<file path="config.mk">
export PLATFORM = sky130hd
export DESIGN_NAME = fsfb_bank
export DESIGN_NICKNAME = d
export VERILOG_FILES = /design/src/verilog/fsfb_pkg.sv /design/src/verilog/fsfb_bank.sv /design/src/verilog/fsfb_flag_reg.sv /design/src/verilog/fsfb_cmd_decode.sv
export VERILOG_INCLUDE_DIRS = /design/src /design/src/verilog
export SDC_FILE = /design/constraint.sdc
export NUM_CORES = 1
export LEC_CHECK = 0
export BUFFER_PORTS_ARGS = -buffer_cell sky130_fd_sc_hd__buf_2
export CAP_MARGIN = 20
export CORE_ASPECT_RATIO = 0.9
export CORE_MARGIN = 4
export CORE_UTILIZATION = 50
export DETAILED_ROUTE_END_ITERATION = 6
export PLACE_DENSITY = 0.94
export REMOVE_ABC_BUFFERS = 1
export SLEW_MARGIN = 15
export SYNTH_ARGS = -nofsm -noshare
export SYNTH_HDL_FRONTEND = slang
export SYNTH_SLANG_ARGS = --single-unit
</file>
<file path="constraint.sdc">
create_clock -name clock_i -period 1.41 [get_ports clock_i]
set_input_delay 0.141 -clock clock_i [delete_from_list [all_inputs] [get_ports clock_i]]
set_output_delay 0.141 -clock clock_i [all_outputs]
set_load 0.05 [all_outputs]
</file>
<file path="src/verilog/fsfb_defs.svh">
`ifndef FSFB_DEFS_SVH
`define FSFB_DEFS_SVH

// ------------------------------------------------------------
// command codes
// ------------------------------------------------------------
`define FSFB_CMD_INPUT 8'h7c
`define FSFB_CMD_TEMP 8'h7d
`define FSFB_CMD_VENDOR 8'h80
`define FSFB_CMD_CLEAR 8'h03

// ------------------------------------------------------------
// field positions
// ------------------------------------------------------------
`define FSFB_IN_OVF_BIT 7
`define FSFB_IN_UVF_BIT 4
`define FSFB_IN_OPW_BIT 0
`define FSFB_TMP_OTF_BIT 7
`define FSFB_TMP_OTW_BIT 6
`define FSFB_VS_DCM_BIT 7
`define FSFB_VS_PSOT_BIT 1

// ------------------------------------------------------------
// supported-bit masks and reset values
// ------------------------------------------------------------
`define FSFB_IN_MASK 8'h91
`define FSFB_TMP_MASK 8'hc0
`define FSFB_VS_LATCH_MASK 8'h7d
`define FSFB_RESET_VAL 8'h00

`endif

</file>
<file path="src/verilog/fsfb_pkg.sv">
package fsfb_pkg;

  typedef logic [7:0] fsfb_byte_t;

  typedef enum logic [2:0] {
    FSFB_IN = 3'b001,
    FSFB_TMP = 3'b010,
    FSFB_VS = 3'b100
  } fsfb_reg_sel_t;

endpackage : fsfb_pkg

</file>
<file path="src/verilog/fsfb_bank.sv">
`timescale 1ns/10ps
`include "fsfb_defs.svh"

// Overview of operation
// each status register uses single-byte write and read by command code
// read of 7Ch returns input-supply flags
// input flags clear by clear-all command or write-one
// a still-present fault sets its flag again at once
// input bit 7 latches on input overvoltage, resets zero
// input bit 4 latches on input undervoltage, resets zero
// input bit 0 latches on input overpower, resets zero
// unsupported input and temperature bits always read zero
// read of 7Dh returns temperature flags, cleared same way
// temperature bit 7 latches when temperature exceeds fault threshold
// temperature bit 6 latches when temperature exceeds warn threshold
// read of 80h returns vendor flags; all but bits 7 and 1 clearable
// vendor bit 7 is live: one in discontinuous conduction
// flags have no backup and update while running
// overpower flag set when input power exceeds warn limit
// vendor bit 2 latches after negative overcurrent cycle
// vendor bit 1 follows power-stage overtemperature comparator live
// vendor bit 3 latches on power-on restore error
// writing zero or to read-only bits changes nothing
module fsfb_bank
  import fsfb_pkg::*;
(
  input wire logic clock_i,
  input wire logic rst_n_i,
  input wire logic wr_i,
  input wire logic rd_i,
  input wire fsfb_pkg::fsfb_byte_t cmd_i,
  input wire fsfb_pkg::fsfb_byte_t wdata_i,
  input wire logic input_ov_i,
  input wire logic input_uv_i,
  input wire logic [7:0] input_power_i,
  input wire logic [7:0] input_power_limit_i,
  input wire logic [7:0] temperature_i,
  input wire logic [7:0] overtemp_fault_threshold_i,
  input wire logic [7:0] overtemp_warn_threshold_i,
  input wire logic discontinuous_conduction_live_i,
  input wire logic controller_analog_overtemp_i,
  input wire logic power_stage_fault_i,
  input wire logic die_link_error_i,
  input wire logic restore_error_i,
  input wire logic negative_overcurrent_i,
  input wire logic power_stage_overtemp_i,
  input wire logic driver_supply_uv_i,
  output fsfb_pkg::fsfb_byte_t rdata_o,
  output logic rvalid_o,
  output logic cmd_ack_o
);

  // ------------------------------------------------------------
  // state
  // ------------------------------------------------------------
  typedef struct packed {
    fsfb_byte_t rdata;
    logic rvalid;
    logic ack;
    logic discontinuous_conduction_live;
    logic psot;
  } fsfb_bank_state_t;

  fsfb_bank_state_t st_r;
  fsfb_bank_state_t st_nxt;

  fsfb_byte_t clr_in;
  fsfb_byte_t clr_tmp;
  fsfb_byte_t clr_vs;
  fsfb_byte_t set_in;
  fsfb_byte_t set_tmp;
  fsfb_byte_t set_vs;
  fsfb_byte_t in_flags;
  fsfb_byte_t tmp_flags;
  fsfb_byte_t vs_flags;
  fsfb_byte_t vs_view;
  logic clear_all;

  // ------------------------------------------------------------
  // event sources
  // ------------------------------------------------------------
  // digital compare against overpower limit
  // input flag sources
  always_comb
  begin
    set_in = 8'h00;
    set_in[`FSFB_IN_OVF_BIT] = input_ov_i;
    set_in[`FSFB_IN_UVF_BIT] = input_uv_i;
    set_in[`FSFB_IN_OPW_BIT] = input_power_i > input_power_limit_i;
  end

  // digital temperature compares
  always_comb
  begin
    set_tmp = 8'h00;
    set_tmp[`FSFB_TMP_OTF_BIT] = temperature_i > overtemp_fault_threshold_i;
    set_tmp[`FSFB_TMP_OTW_BIT] = temperature_i > overtemp_warn_threshold_i;
  end

  // latched vendor sources; bits 7 and 1 are live
  assign set_vs = {1'b0, controller_analog_overtemp_i, power_stage_fault_i,
                   die_link_error_i, restore_error_i, negative_overcurrent_i,
                   1'b0, driver_supply_uv_i};

  // ------------------------------------------------------------
  // write decode
  // ------------------------------------------------------------
  // global clear command clears every latched flag
  assign clear_all = wr_i && cmd_i == `FSFB_CMD_CLEAR;

  // zero bits in the write leave flags alone
  fsfb_cmd_decode u_dec (
    .wr_i(wr_i),
    .cmd_i(cmd_i),
    .wdata_i(wdata_i),
    .clear_all_i(clear_all),
    .clr_in_o(clr_in),
    .clr_tmp_o(clr_tmp),
    .clr_vs_o(clr_vs)
  );

  // ------------------------------------------------------------
  // flag bytes
  // ------------------------------------------------------------
  // set beats clear, unsupported bits masked to zero
  fsfb_flag_reg u_in (
    .clock_i(clock_i),
    .rst_n_i(rst_n_i),
    .mask_i(`FSFB_IN_MASK),
    .set_i(set_in),
    .clr_i(clr_in),
    .flags_o(in_flags)
  );

  fsfb_flag_reg u_tmp (
    .clock_i(clock_i),
    .rst_n_i(rst_n_i),
    .mask_i(`FSFB_TMP_MASK),
    .set_i(set_tmp),
    .clr_i(clr_tmp),
    .flags_o(tmp_flags)
  );

  fsfb_flag_reg u_vs (
    .clock_i(clock_i),
    .rst_n_i(rst_n_i),
    .mask_i(`FSFB_VS_LATCH_MASK),
    .set_i(set_vs),
    .clr_i(clr_vs),
    .flags_o(vs_flags)
  );

  // live bits merged, never latched or cleared
  always_comb
  begin
    vs_view = vs_flags;
    vs_view[`FSFB_VS_DCM_BIT] = st_r.discontinuous_conduction_live;
    vs_view[`FSFB_VS_PSOT_BIT] = st_r.psot;
  end

  // ------------------------------------------------------------
  // read path
  // ------------------------------------------------------------
  always_comb
  begin
    st_nxt = st_r;
    st_nxt.discontinuous_conduction_live = discontinuous_conduction_live_i;
    st_nxt.psot = power_stage_overtemp_i;
    st_nxt.rvalid = 1'b0;
    st_nxt.ack = wr_i;
    // one byte per read; unknown codes read zero
    if (rd_i)
    begin
      st_nxt.rvalid = 1'b1;
      if (cmd_i == `FSFB_CMD_INPUT)
        st_nxt.rdata = in_flags;
      else if (cmd_i == `FSFB_CMD_TEMP)
        st_nxt.rdata = tmp_flags;
      else if (cmd_i == `FSFB_CMD_VENDOR)
        st_nxt.rdata = vs_view;
      else
        st_nxt.rdata = 8'h00;
    end
  end

  // plain flops, no backup; values follow operation
  always_ff @(posedge clock_i or negedge rst_n_i)
  begin
    if (!rst_n_i)
      st_r <= '0;
    else
      st_r <= st_nxt;
  end

  assign rdata_o = st_r.rdata;
  assign rvalid_o = st_r.rvalid;
  assign cmd_ack_o = st_r.ack;

  // ------------------------------------------------------------
  // checks
  // ------------------------------------------------------------
  chk_ovf_latch: assert property (
    @(posedge clock_i) disable iff (!rst_n_i)
    input_ov_i |=> in_flags[`FSFB_IN_OVF_BIT])
    else $error("overvoltage flag not latched");
  chk_uvf_latch: assert property (
    @(posedge clock_i) disable iff (!rst_n_i)
    input_uv_i |=> in_flags[`FSFB_IN_UVF_BIT])
    else $error("undervoltage flag not latched");
  chk_opw_compare: assert property (
    @(posedge clock_i) disable iff (!rst_n_i)
    (input_power_i > input_power_limit_i) |=> in_flags[0])
    else $error("overpower flag not latched");
  chk_otf_compare: assert property (
    @(posedge clock_i) disable iff (!rst_n_i)
    (temperature_i > overtemp_fault_threshold_i) |=> tmp_flags[7])
    else $error("overtemp fault not latched");
  chk_otw_compare: assert property (
    @(posedge clock_i) disable iff (!rst_n_i)
    (temperature_i > overtemp_warn_threshold_i) |=> tmp_flags[6])
    else $error("overtemp warn not latched");
  chk_clear_all: assert property (
    @(posedge clock_i) disable iff (!rst_n_i)
    (clear_all && !input_ov_i) |=> !in_flags[7])
    else $error("clear command ignored");
  chk_relatch: assert property (
    @(posedge clock_i) disable iff (!rst_n_i)
    (clear_all && input_uv_i) |=> in_flags[4])
    else $error("standing fault lost on clear");
  chk_reserved_zero: assert property (
    @(posedge clock_i) disable iff (!rst_n_i)
    (in_flags & 8'h6e) == 8'h00 && (tmp_flags & 8'h3f) == 8'h00)
    else $error("reserved bit set");
  chk_dcm_live: assert property (
    @(posedge clock_i) disable iff (!rst_n_i)
    rd_i && cmd_i == `FSFB_CMD_VENDOR |=>
      rdata_o[7] == $past(st_r.discontinuous_conduction_live))
    else $error("live mode bit wrong");
  chk_read_one: assert property (
    @(posedge clock_i) disable iff (!rst_n_i)
    rd_i |=> rvalid_o ##1 (!rvalid_o || $past(rd_i)))
    else $error("read answer not single cycle");
  chk_write_zero: assert property (
    @(posedge clock_i) disable iff (!rst_n_i)
    (wr_i && cmd_i == `FSFB_CMD_TEMP && wdata_i == 8'h00) |=>
      tmp_flags == ($past(tmp_flags) | $past(set_tmp)))
    else $error("zero write changed flags");
  chk_noc_latch: assert property (
    @(posedge clock_i) disable iff (!rst_n_i)
    negative_overcurrent_i |=> vs_flags[2])
    else $error("negative overcurrent not latched");
  chk_restore_latch: assert property (
    @(posedge clock_i) disable iff (!rst_n_i)
    restore_error_i |=> vs_flags[3])
    else $error("restore error not latched");
  chk_psot_live: assert property (
    @(posedge clock_i) disable iff (!rst_n_i)
    power_stage_overtemp_i |=> st_r.psot)
    else $error("stage overtemp not followed");
  chk_input_read: assert property (
    @(posedge clock_i) disable iff (!rst_n_i)
    rd_i && cmd_i == `FSFB_CMD_INPUT |=> rdata_o == $past(in_flags))
    else $error("input read wrong");
  chk_vs_clear: assert property (
    @(posedge clock_i) disable iff (!rst_n_i)
    (wr_i && cmd_i == `FSFB_CMD_VENDOR && wdata_i[5]
      && !power_stage_fault_i) |=> !vs_flags[5])
    else $error("vendor flag not cleared");
  chk_temp_clear: assert property (
    @(posedge clock_i) disable iff (!rst_n_i)
    (wr_i && cmd_i == `FSFB_CMD_TEMP && wdata_i[7] &&
      !(temperature_i > overtemp_fault_threshold_i)) |=> !tmp_flags[7])
    else $error("temperature flag not cleared");
  chk_stays_set: assert property (
    @(posedge clock_i) disable iff (!rst_n_i)
    in_flags[7] && !wr_i |=> in_flags[7])
    else $error("flag dropped without clear");
  chk_write_ack: assert property (
    @(posedge clock_i) disable iff (!rst_n_i)
    wr_i |=> cmd_ack_o)
    else $error("write not acknowledged");
  chk_ack_single: assert property (
    @(posedge clock_i) disable iff (!rst_n_i)
    !wr_i |=> !cmd_ack_o)
    else $error("stray write acknowledge");
  chk_rdata_hold: assert property (
    @(posedge clock_i) disable iff (!rst_n_i)
    !rd_i |=> $stable(rdata_o))
    else $error("read data moved without a read");
  chk_unmapped_zero: assert property (
    @(posedge clock_i) disable iff (!rst_n_i)
    (rd_i && cmd_i != `FSFB_CMD_INPUT && cmd_i != `FSFB_CMD_TEMP &&
      cmd_i != `FSFB_CMD_VENDOR) |=> rdata_o == 8'h00)
    else $error("unmapped read not zero");
  chk_temp_read: assert property (
    @(posedge clock_i) disable iff (!rst_n_i)
    rd_i && cmd_i == `FSFB_CMD_TEMP |=> rdata_o == $past(tmp_flags))
    else $error("temperature read wrong");
  chk_dcm_follow: assert property (
    @(posedge clock_i) disable iff (!rst_n_i)
    1'b1 |=> st_r.discontinuous_conduction_live == $past(discontinuous_conduction_live_i))
    else $error("live mode bit not following");
  chk_psot_clear: assert property (
    @(posedge clock_i) disable iff (!rst_n_i)
    !power_stage_overtemp_i |=> !st_r.psot)
    else $error("stage overtemp stuck");
  chk_clear_vs: assert property (
    @(posedge clock_i) disable iff (!rst_n_i)
    (clear_all && !restore_error_i) |=> !vs_flags[3])
    else $error("vendor flag survives clear command");

  cov_ov_clear: cover property (@(posedge clock_i) disable iff (!rst_n_i)
    in_flags[7] ##1 (wr_i && cmd_i == `FSFB_CMD_INPUT) ##1 !in_flags[7]);
  cov_relatch: cover property (@(posedge clock_i) disable iff (!rst_n_i)
    clear_all && input_uv_i);
  cov_vs_read: cover property (@(posedge clock_i) disable iff (!rst_n_i)
    rd_i && cmd_i == `FSFB_CMD_VENDOR && st_r.discontinuous_conduction_live);
  cov_temp_both: cover property (@(posedge clock_i) disable iff (!rst_n_i)
    tmp_flags == 8'hc0);
  cov_zero_write: cover property (@(posedge clock_i) disable iff (!rst_n_i)
    wr_i && cmd_i == `FSFB_CMD_TEMP && wdata_i == 8'h00);
endmodule : fsfb_bank

</file>
<file path="src/verilog/fsfb_flag_reg.sv">
`timescale 1ns/10ps
`include "fsfb_defs.svh"

// one byte of sticky flags with write-one-to-clear
module fsfb_flag_reg
  import fsfb_pkg::*;
(
  input wire logic clock_i,
  input wire logic rst_n_i,
  input wire fsfb_pkg::fsfb_byte_t mask_i,
  input wire fsfb_pkg::fsfb_byte_t set_i,
  input wire fsfb_pkg::fsfb_byte_t clr_i,
  output fsfb_pkg::fsfb_byte_t flags_o
);
  typedef struct packed {
    fsfb_byte_t flags;
  } fsfb_fr_state_t;

  fsfb_fr_state_t st_r;
  fsfb_fr_state_t st_nxt;

  always_comb
  begin
    st_nxt = st_r;
    // set wins over clear; a standing fault relatches at once
    st_nxt.flags = ((st_r.flags & ~clr_i) | set_i) & mask_i;
  end

  always_ff @(posedge clock_i or negedge rst_n_i)
  begin
    if (!rst_n_i)
      st_r <= '{flags: `FSFB_RESET_VAL};
    else
      st_r <= st_nxt;
  end

  assign flags_o = st_r.flags;

  chk_set_wins: assert property (
    @(posedge clock_i) disable iff (!rst_n_i)
    ((set_i & mask_i) != 8'h00) |=>
      ((flags_o & $past(set_i & mask_i)) == $past(set_i & mask_i)))
    else $error("flag set lost");
  chk_masked_zero: assert property (
    @(posedge clock_i) disable iff (!rst_n_i)
    (flags_o & ~mask_i) == 8'h00)
    else $error("unsupported bit set");
endmodule : fsfb_flag_reg

</file>
<file path="src/verilog/fsfb_cmd_decode.sv">
`timescale 1ns/10ps
`include "fsfb_defs.svh"

// turns a byte write into per-register clear masks
module fsfb_cmd_decode
  import fsfb_pkg::*;
(
  input wire logic wr_i,
  input wire fsfb_pkg::fsfb_byte_t cmd_i,
  input wire fsfb_pkg::fsfb_byte_t wdata_i,
  input wire logic clear_all_i,
  output fsfb_pkg::fsfb_byte_t clr_in_o,
  output fsfb_pkg::fsfb_byte_t clr_tmp_o,
  output fsfb_pkg::fsfb_byte_t clr_vs_o
);
  always_comb
  begin
    clr_in_o = 8'h00;
    clr_tmp_o = 8'h00;
    clr_vs_o = 8'h00;
    if (clear_all_i)
    begin
      clr_in_o = 8'hff;
      clr_tmp_o = 8'hff;
      clr_vs_o = 8'hff;
    end
    else if (wr_i && cmd_i == `FSFB_CMD_INPUT)
      clr_in_o = wdata_i;
    else if (wr_i && cmd_i == `FSFB_CMD_TEMP)
      clr_tmp_o = wdata_i;
    else if (wr_i && cmd_i == `FSFB_CMD_VENDOR)
      clr_vs_o = wdata_i;
  end
endmodule : fsfb_cmd_decode

</file>
* Yosys cells after proc, flatten, opt, wreduce, memory -nomap -nowiden *
Cells that the tools add are included.

word-level totals
  memories = 0
  bits in latches = 0
  register bits = 23
  memory bits (writable) = 0
  memory bits (read-only) = 0

cells by class
  divide/modulo/power cells = 0
  equal/unequal tests = 4
  shifts and indexed selects = 0
  multipliers = 0
  $add $sub $neg = 0
  mux-type cells = 13
  reductions and logical operators = 4
  order comparisons = 3
  bitwise gates (word level) = 9

operators with widths
  kind                                                             number
  8-bit 2-to-1 mux                                                 8
  7-bit 2-to-1 mux                                                 4
  8-bit greater-than comparator                                    3
  8-bit bitwise AND                                                2
  8-bit by 7-bit == test with 1-bit output, second input constant  2
  8-bit NOT                                                        2
  8-bit bitwise OR                                                 2
  8-bit by 2-bit == test with 1-bit output, second input constant  1
  8-bit == test, second input constant                             1
  7-bit bitwise AND                                                1
  7-bit NOT                                                        1
  7-bit bitwise OR                                                 1
  1-bit logical AND                                                4
  1-bit 2-to-1 mux                                                 1

* Logic depth before layout (Yosys ltp) *
Gate-level depths: netlist (run 1).

  word-level depth = 9
  mapped depth = 6

* Modules after synthesis *
Synthesis (run 1) repeated with hierarchy kept, for this count alone.

unflattened totals
  cell total of the unflattened synthesis = 283
  area total of the unflattened synthesis = 2889.0 um2

by module, submodules not included
  module           area each (um2)  cells an instance  sequential area each (um2)  instances
  fsfb_bank        1291.2           157                300.3                       1
  fsfb_flag_reg    370.4            24                 200.2                       3
  fsfb_cmd_decode  486.7            54                 0.0                         1

* Worst setup path before layout (run 1) *
Ideal clock, no wire load.

  path type = in2reg
  from = in cmd_i[3]
  to = reg u_in.st_r, in the netlist u_in.flags_o[7]
  required time = 1.290 ns
  data arrival time = 1.432 ns
  setup time = 0.120 ns
  stages = 4
  path slack = -0.143 ns
  path through = or4_4 > or3_1 > buf_2 > a31o_2

RTL lines
  item                  RTL line             source
  from (decl)           fsfb_bank.sv:31      input wire fsfb_pkg::fsfb_byte_t cmd_i,
  to (signal assigned)  fsfb_flag_reg.sv:32  st_r <= '{flags: `FSFB_RESET_VAL};
  to (signal assigned)  fsfb_flag_reg.sv:34  st_r <= st_nxt;
  to (decl)             fsfb_flag_reg.sv:19  fsfb_fr_state_t st_r;

==> results.sh, run 1 <==
export IMPL_pwr_density_cell_nw_per_um2=654
export IMPL_finalCriticalPeriod_ns=1.45
export IMPL_crit_slowest_cell="or4_4"
export IMPL_irDropWorstVdd_mv=0.578
export IMPL_worstRegToRegCells=3
export IMPL_drive_above_1_share_pct=42.2
export IMPL_synth_most_common_cell="inv_1"
export IMPL_maxCapViolCount=0
export IMPL_drc_errors=0
export IMPL_place_port_buffers=78
export IMPL_finalSetupViolCount=7
export IMPL_fp_dieW_um=68.5
export IMPL_fp_dieH_um=62.4
export IMPL_synth_cell_types=31
export IMPL_dr_pass1_iters=4
export IMPL_ys_warn_count=0
export IMPL_drt_wl_total_um=4300
export IMPL_antenna_left=0
export IMPL_clockBufferDepth=2
export IMPL_syn_avg_cell_area_um2=9.20
export IMPL_rows=19
export IMPL_synthToLayoutAreaGrowth_pct=36.0
export IMPL_slew_limit_headroom_pct=66.1
export IMPL_cpPeakStageDelay_ns=0.55
export IMPL_synth_flop_cell="dfrtp_1"
export IMPL_dp_hpwl_um=3260
export IMPL_cts_tree="done"
export IMPL_final_util_pct=71.9
export IMPL_io_pin_count=80
export IMPL_ys_ff_latch=23
export IMPL_overflow=0
export IMPL_p_leak_uw=0.00111
export IMPL_synth_top_area_share_pct=35.0
export IMPL_required_ns=1.56
export IMPL_crit_fanout=6
export IMPL_start_kind="input port"
export IMPL_start_util_pct=52.9
export IMPL_fillers=241
export IMPL_synthTopCellsByArea="dfrtp_1 (35%), ha_1 (18%), inv_1 (6.2%)"
export IMPL_hold_viol_final=0
export IMPL_cp_data_arrival_time_ns=1.61
export IMPL_violations="negative setup slack"
export IMPL_post_route_period_util_pct=103
export IMPL_syn_inst=179
export IMPL_path_clk_slew_ns=0.08
export IMPL_wire_per_inst_um=14.1
export IMPL_htree_levels=1
export IMPL_cpLargestDelayFamily="simple AND/OR/NAND/NOR gates"
export IMPL_finalClockSkew_ns=0.00470
export IMPL_crit_buf_inv=3
export IMPL_cts_buffers=3
export IMPL_endpoint_kind="flip-flop"
export IMPL_grt_pass1_wl_um=6420
export IMPL_synth_async_reset_ratio_pct=100
export IMPL_setup_ws_ns=-0.0408
export IMPL_min_path_cells=2
export IMPL_cp_num_cells=7
export IMPL_outcome="complete, but fails checks"
export IMPL_fin_nets=358
export IMPL_core_area_um2=3110
export IMPL_tightestPinTransition_ns=0.508
export IMPL_synth_common_cells="inv_1 (27), ha_1 (24), dfrtp_1 (23)"
export IMPL_place_ws_ns=-0.368
export IMPL_ys_seq_area_share_pct=35.0
export IMPL_diodes=0
export IMPL_gp_congestion=0.799
export IMPL_path_cells="buf_6 > or4_4 > nor4_4 > buf_4 > buf_12 > nand3_1 > a31o_2"
export IMPL_grt_pass1_vias=1540
export IMPL_antenna_found_initial=0
export IMPL_grt_max_degree=24
export IMPL_drv_slew=0
export IMPL_clock_latency_ns=0.26
export IMPL_vias=1634
export IMPL_die_area_um2=4280
export IMPL_root_buffer="clkbuf_8"
export IMPL_rsz0062_at_grt="true"
export IMPL_vias_per_cell=5.36
export IMPL_globalRouteTotalUtil_pct=19.0
export IMPL_hold_class="in2reg"
export IMPL_synth_edf_count=0
export IMPL_crit_type="in2reg"
export IMPL_cts_sink_count=23
export IMPL_syn_area_um2=1650
export IMPL_synth_top_area_cell="dfrtp_1"
export IMPL_drt_initial_drc_count=115
export IMPL_max_freq_mhz=689
[cells by family (layout without fill, tap and decap cells)]
| group | Yosys count | in the layout | share of synthesized area [%] |
|---|---|---|---|
| multiplexers | 1 | 1 | 0.684 |
| flip-flops | 23 | 23 | 35.0 |
| adder cells (fa/ha/maj) | 24 | 24 | 18.2 |
| buffers and inverters | 40 | 124 | 11.7 |
| AO/OA/AOI/OAI | 44 | 44 | 17.5 |
| AND/OR/NAND/NOR | 47 | 47 | 16.9 |
[metal layers]
layer,part of all wire (%),vias to the layer above,GRT usage [%]
li1,-,804,-
met1,39,748,22.5
met2,50,70,32.5
met3,8.8,12,5.76
met4,2.1,0,4.96
met5,0,-,0
[timing repair]
action                                  4_1_cts  5_1_grt
endpoints found under the hold margin        25        0
hold buffers                                  3        0
cloned                                        0        1
endpoints found under the setup margin       11        8
pin swaps                                     0       13
resized for setup                             1       12
setup buffers                                 1        1
[layout by cell type (no fill, tap or decap), types with 3 or more instances in the layout]
cell type	count
a211o_1	3
a21oi_1	13
a31o_2	6
buf_2	76
buf_4	9
buf_6	3
clkbuf_8	3
dfrtp_1	23
dlygate4sd3_1	3
ha_1	24
inv_1	27
nand2_1	7
nand3_1	8
nand3_2	6
nand4_1	6
nor2_1	7
nor2b_1	3
o211ai_1	6
o21ai_0	6
o21ai_1	4
[power breakdown]
| part | leakage [uW] | switching (uW) | total, uW | internal [uW] |
|---|---|---|---|---|
| Sequential | 0.000249 | 8.08 | 683 | 675 |
| Combinational | 0.000835 | 209 | 382 | 173 |
| Clock | 0.0000228 | 198 | 399 | 202 |
| Total | 0.00111 | 415 | 1460 | 1050 |
[registers in the layout, summed over array words and instances, names as in the netlist]
signal,flops
u_vs.flags_o,6
cmd_ack_o,1
st_r,2
u_tmp.flags_o,2
rvalid_o,1
rdata_o,8
u_in.flags_o,3
[stage by stage]
step	total power (uW)	hold slack (ns)	TNS, ns	cells	cell area [um2]
floorplan	872	-0.155	-3.10	166	1560
global route	1560	0.0538	-0.500	305	2240
detailed placement	1060	0.129	-5.10	295	2080
CTS	1460	0.0646	-0.0399	303	2170
global placement	1050	0.128	-4.55	295	2080
finish	1460	0.0688	-0.186	305	2240
[cell type report]
type	instances	area, um2	area share [%]
sequential	23	576	25.7
inverter	27	101	4.53
multi-input combinational	116	908	40.6
clock buffer	4	45.0	2.01
timing repair buffer	93	557	24.9
tap	42	52.6	2.35
[final timing paths]
path / slack, ns / start / end
min reg2reg: 0.48 / st_r[0] / rdata_o[1]
min: 0.07 / power_stage_fault_i / u_vs.flags_o[5]
max in group asynchronous: 0.68 / rst_n_i / rdata_o[7]
min in group asynchronous: 0.38 / rst_n_i / cmd_ack_o
max reg2reg: 0.41 / u_in.flags_o[7] / rdata_o[7]
max: -0.04 / cmd_i[6] / u_vs.flags_o[2]
No activity file was read; power rests on OpenSTA's default activity.
==> inputs of run 2 (changes only) <==
- CORE_UTILIZATION: 50 -> 46
- PLACE_DENSITY: 0.94 -> 0.88
- clock period: 1.41 -> 1.5 ns (I/O delays scaled with it)
==> results.sh, run 2 (synthesized netlist as in run 1, its figures left out) <==
export IMPL_die_area_um2=4600
export IMPL_grt_pass1_vias=1622
export IMPL_core_area_um2=3400
export IMPL_finalSetupViolCount=0
export IMPL_start_util_pct=48.4
export IMPL_rows=20
export IMPL_finalCriticalPeriod_ns=1.41
export IMPL_rsz0062_at_grt="false"
export IMPL_grt_pass1_wl_um=6650
export IMPL_swShare_pct=28.4
export IMPL_antenna_left=0
export IMPL_fillers=323
export IMPL_clockBufferDepth=2
export IMPL_start_kind="input port"
export IMPL_fp_dieW_um=71.1
export IMPL_drt_initial_drc_count=55
export IMPL_hold_class="in2reg"
export IMPL_finalClockSkew_ns=0.000429
export IMPL_dp_hpwl_um=3230
export IMPL_max_freq_mhz=711
export IMPL_fp_dieH_um=64.8
export IMPL_gp_congestion=0.795
export IMPL_dr_pass1_iters=4
export IMPL_crit_type="in2reg"
export IMPL_crit_fanout=12
export IMPL_cts_buffers=3
export IMPL_vias_per_cell=5.19
export IMPL_tightestPinTransition_ns=0.499
export IMPL_htree_levels=1
export IMPL_cp_data_arrival_time_ns=1.57
export IMPL_wire_per_inst_um=12.9
export IMPL_cts_sink_count=23
export IMPL_largest_register_ffs=8
export IMPL_hold_viol_final=0
export IMPL_post_route_period_util_pct=93.7
export IMPL_slew_limit_headroom_pct=66.8
export IMPL_regArea_um2=576
export IMPL_maxCapViolCount=0
export IMPL_drive_above_1_share_pct=39.1
export IMPL_p_leak_uw=0.00107
export IMPL_endpoint_kind="flip-flop"
export IMPL_globalRouteTotalUtil_pct=18.1
export IMPL_layout_common_cells="buf_2 (78), inv_1 (27), ha_1 (24)"
export IMPL_setup_tns_ns=0
export IMPL_power_share_sequential_pct=46.9
export IMPL_place_ws_ns=-0.280
export IMPL_grt_max_degree=24
export IMPL_root_buffer="clkbuf_8"
export IMPL_fin_nets=353
export IMPL_required_ns=1.66
export IMPL_clock_latency_ns=0.26
export IMPL_internal_power_uw=977
export IMPL_hold_slack_ns=0.0721
export IMPL_multi_input_comb_area_um2=883
export IMPL_diodes=0
export IMPL_antenna_found_initial=0
export IMPL_io_pin_count=80
export IMPL_final_common_cell="buf_2"
export IMPL_pwr_density_cell_nw_per_um2=639
export IMPL_setup_ws_ns=0.0943
export IMPL_power_share_clock_pct=27.9
export IMPL_outcome="finished, final reports clean"
export IMPL_drv_slew=0
export IMPL_cts_tree="done"
export IMPL_drt_wl_total_um=3910
export IMPL_power_switching_uw=388
export IMPL_place_port_buffers=78
export IMPL_vias=1567
export IMPL_synthToLayoutAreaGrowth_pct=29.8
export IMPL_drc_errors=0
export IMPL_p_comb_share_pct=25.2
export IMPL_path_clk_slew_ns=0.08
export IMPL_p_total_uw=1370
export IMPL_overflow=0
export IMPL_irDropWorstVdd_mv=0.434
[run 2: changes by cell type in the layout (fill, tap and decap cells not counted), moves of 3 or more]
cell / delta
nand3_2: -4
buf_4: -3
o21ai_1: -4
o21ai_0: +4
nand3_1: +4
[run 2: cell type report]
class / instances / share of cell area, %
multi-input cells: 116 / 41.3
flip-flops and latches: 23 / 26.9
repair buffers: 88 / 22.3
inverters: 27 / 4.74
well taps: 44 / 2.58
clock buffers: 4 / 2.11
[run 2: stage by stage]
stage,std cells,utilization [%],area (um2)
finish,302,62.8,2140
global route,302,62.8,2140
CTS,302,62.5,2130
detailed placement,295,60.3,2050
global placement,295,60.3,2050
floorplan,166,-,1560
[run 2: timing repair]
action                                 in CTS  in global routing
setup endpoints to repair                   0                 11
hold buffers                                3                  0
resized for setup                           0                  2
endpoints found under the hold margin      25                  0
setup buffers                               0                  0
[run 2: worst paths after layout]
check                             endpoint  slack (ns)                 from  cells after the start
min in group asynchronous        cmd_ack_o        0.38              rst_n_i                      2
max in group asynchronous       rdata_o[2]        0.78              rst_n_i                      2
min                        u_vs.flags_o[5]        0.07  power_stage_fault_i                      2
min reg2reg                     rdata_o[1]        0.50              st_r[0]                      2
max                        u_vs.flags_o[3]        0.09             cmd_i[3]                      6
max reg2reg                     rdata_o[7]        0.48      u_in.flags_o[7]                      3
[run 2: power groups by stage]
stage	combinational [uW]	sequential (uW)	clock [uW]
2_1_floorplan	129	691	0
3_3_place_gp	329	652	0
3_5_place_dp	340	653	0
4_1_cts	347	640	385
5_1_grt	391	643	410
6_report	344	640	381
[run 2: critical path, cell delays in order]
cell     delay [ns]
buf_2          0.10
or4_4          0.55
nor4_4         0.23
buf_6          0.19
nand3_1        0.09
a31o_2         0.25
[run 2: metal layers]
metal	GRT usage (%)	part of all wire, %	routed length [um]
met4	7.04	1.5	60
met3	3.72	6.9	271
met5	0	0	0
met1	20.2	41	1610
met2	33.3	50	1960
==> inputs of run 3 (changes only) <==
- ABC_CLOCK_PERIOD_IN_PS: not set -> 1500
- PLACE_DENSITY: 0.88 -> 0.78
==> results.sh, run 3 (synthesized netlist as in run 1, its figures left out) <==
export IMPL_outcome="finished, final reports clean"
export IMPL_clock_latency_ns=0.26
export IMPL_grt_pass1_vias=1460
export IMPL_cts_sink_count=23
export IMPL_maxCapViolCount=0
export IMPL_overflow=0
export IMPL_slew_limit_headroom_pct=66.6
export IMPL_root_buffer="clkbuf_8"
export IMPL_drt_initial_drc_count=93
export IMPL_fin_nets=355
export IMPL_clockBufferDepth=2
export IMPL_crit_buf_inv=2
export IMPL_hold_slack_ns=0.0741
export IMPL_place_port_buffers=78
export IMPL_cp_data_arrival_time_ns=1.58
export IMPL_internal_power_uw=979
export IMPL_start_util_pct=48.4
export IMPL_power_share_sequential_pct=47.2
export IMPL_core_area_um2=3400
export IMPL_hold_viol_final=0
export IMPL_regArea_um2=576
export IMPL_rsz0062_at_grt="false"
export IMPL_crit_slowest_cell="or4_4"
export IMPL_cpLargestDelayFamily="simple AND/OR/NAND/NOR gates"
export IMPL_antenna_left=0
export IMPL_swShare_pct=27.8
export IMPL_tightestPinTransition_ns=0.500
export IMPL_finalSetupViolCount=0
export IMPL_place_ws_ns=-0.284
export IMPL_gp_congestion=0.799
export IMPL_fp_dieH_um=64.8
export IMPL_setup_ws_ns=0.0745
export IMPL_max_freq_mhz=701
export IMPL_fillers=298
export IMPL_min_path_cells=2
export IMPL_dr_pass1_iters=4
export IMPL_drv_slew=0
export IMPL_largest_register_ffs=8
export IMPL_globalRouteTotalUtil_pct=16.5
export IMPL_crit_type="in2reg"
export IMPL_power_switching_uw=376
export IMPL_cpPeakStageDelay_ns=0.56
export IMPL_antenna_found_initial=0
export IMPL_drt_wl_total_um=3720
export IMPL_drc_errors=0
export IMPL_p_comb_share_pct=25.3
export IMPL_die_area_um2=4600
export IMPL_start_kind="input port"
export IMPL_rows=20
export IMPL_pwr_density_cell_nw_per_um2=630
export IMPL_finish_instance_area_um2=2150
export IMPL_placed_cell_area_um2=2070
export IMPL_crit_fanout=12
export IMPL_vias=1516
export IMPL_worstRegToRegCells=3
export IMPL_power_share_clock_pct=27.5
export IMPL_grt_max_degree=24
export IMPL_cts_tree="done"
export IMPL_dp_hpwl_um=3140
export IMPL_cts_buffers=3
export IMPL_cp_num_cells=6
export IMPL_fp_dieW_um=71.1
export IMPL_post_cts_buffers=0
export IMPL_post_route_period_util_pct=95.0
export IMPL_drive_above_1_share_pct=39.6
export IMPL_grt_pass1_wl_um=6000
export IMPL_final_common_cell="buf_2"
export IMPL_multi_input_comb_area_um2=883
export IMPL_finalCriticalPeriod_ns=1.43
export IMPL_endpoint_kind="flip-flop"
export IMPL_wire_per_inst_um=12.2
export IMPL_finalClockSkew_ns=0.000535
export IMPL_io_pin_count=80
export IMPL_hold_class="in2reg"
export IMPL_diodes=0
export IMPL_p_leak_uw=0.00108
export IMPL_path_clk_slew_ns=0.07
export IMPL_layout_common_cells="buf_2 (78), inv_1 (27), ha_1 (24)"
export IMPL_irDropWorstVdd_mv=0.456
export IMPL_path_cells="buf_2 > or4_4 > nor4_4 > buf_6 > nand3_1 > a31o_2"
export IMPL_htree_levels=1
export IMPL_synthToLayoutAreaGrowth_pct=30.7
export IMPL_vias_per_cell=4.99
export IMPL_required_ns=1.65
-- run 3: per-stage QoR --
step	power [uW]	setup TNS [ns]	utilization (%)	std cells
3_5_place_dp	992	-3.66	60.8	297
4_1_cts	1380	0	63.0	304
2_1_floorplan	820	-1.59	-	166
6_report	1360	0	63.2	304
5_1_grt	1440	0	63.2	304
3_3_place_gp	983	-3.21	60.8	297
-- run 3: power by group through the flow --
stage / Combinational, uW / Sequential, uW / Clock [uW]
floorplan: 129 / 691 / 0
global placement: 332 / 652 / 0
detailed placement: 339 / 653 / 0
CTS: 347 / 640 / 392
global route: 389 / 642 / 409
finish: 342 / 640 / 373
-- run 3: path summary, 6_finish.rpt --
check | startpoint | to | slack [ns]
worst max-delay path | cmd_i[3] | u_vs.flags_o[2] | 0.07
worst min-delay path | negative_overcurrent_i | u_vs.flags_o[2] | 0.07
worst max register to register | u_tmp.flags_o[7] | rdata_o[7] | 0.51
worst min register to register | st_r[0] | rdata_o[1] | 0.49
max in group asynchronous | rst_n_i | rdata_o[7] | 0.78
min in group asynchronous | rst_n_i | rvalid_o | 0.38
-- run 3: area by class of cell --
cell class	count	share of cell area [%]
sequential	23	26.7
timing repair buffer	90	22.8
tap	44	2.56
clock buffer	4	2.09
multi-input combinational	116	41.0
inverter	27	4.71
-- run 3: metal layers --
metal | GRT usage (%) | share of wire (%)
met1 | 19.8 | 43
met5 | 0 | 0
met4 | 6.34 | 1.6
met3 | 4.19 | 8.4
met2 | 28.4 | 47
-- run 3: worst reg2reg max path, stage by stage, from the launching register on --
cell and delay (ns):
dfrtp_1 0.39, mux2_2 0.27, a22oi_1 0.13, a21oi_1 0.08
-- run 3: timing repair --
action / 4_1_cts / 5_1_grt
endpoints found under the hold margin: 25 / 0
endpoints found under the setup margin: 0 / 12
resized for setup: 0 / 2
hold buffers: 3 / 0
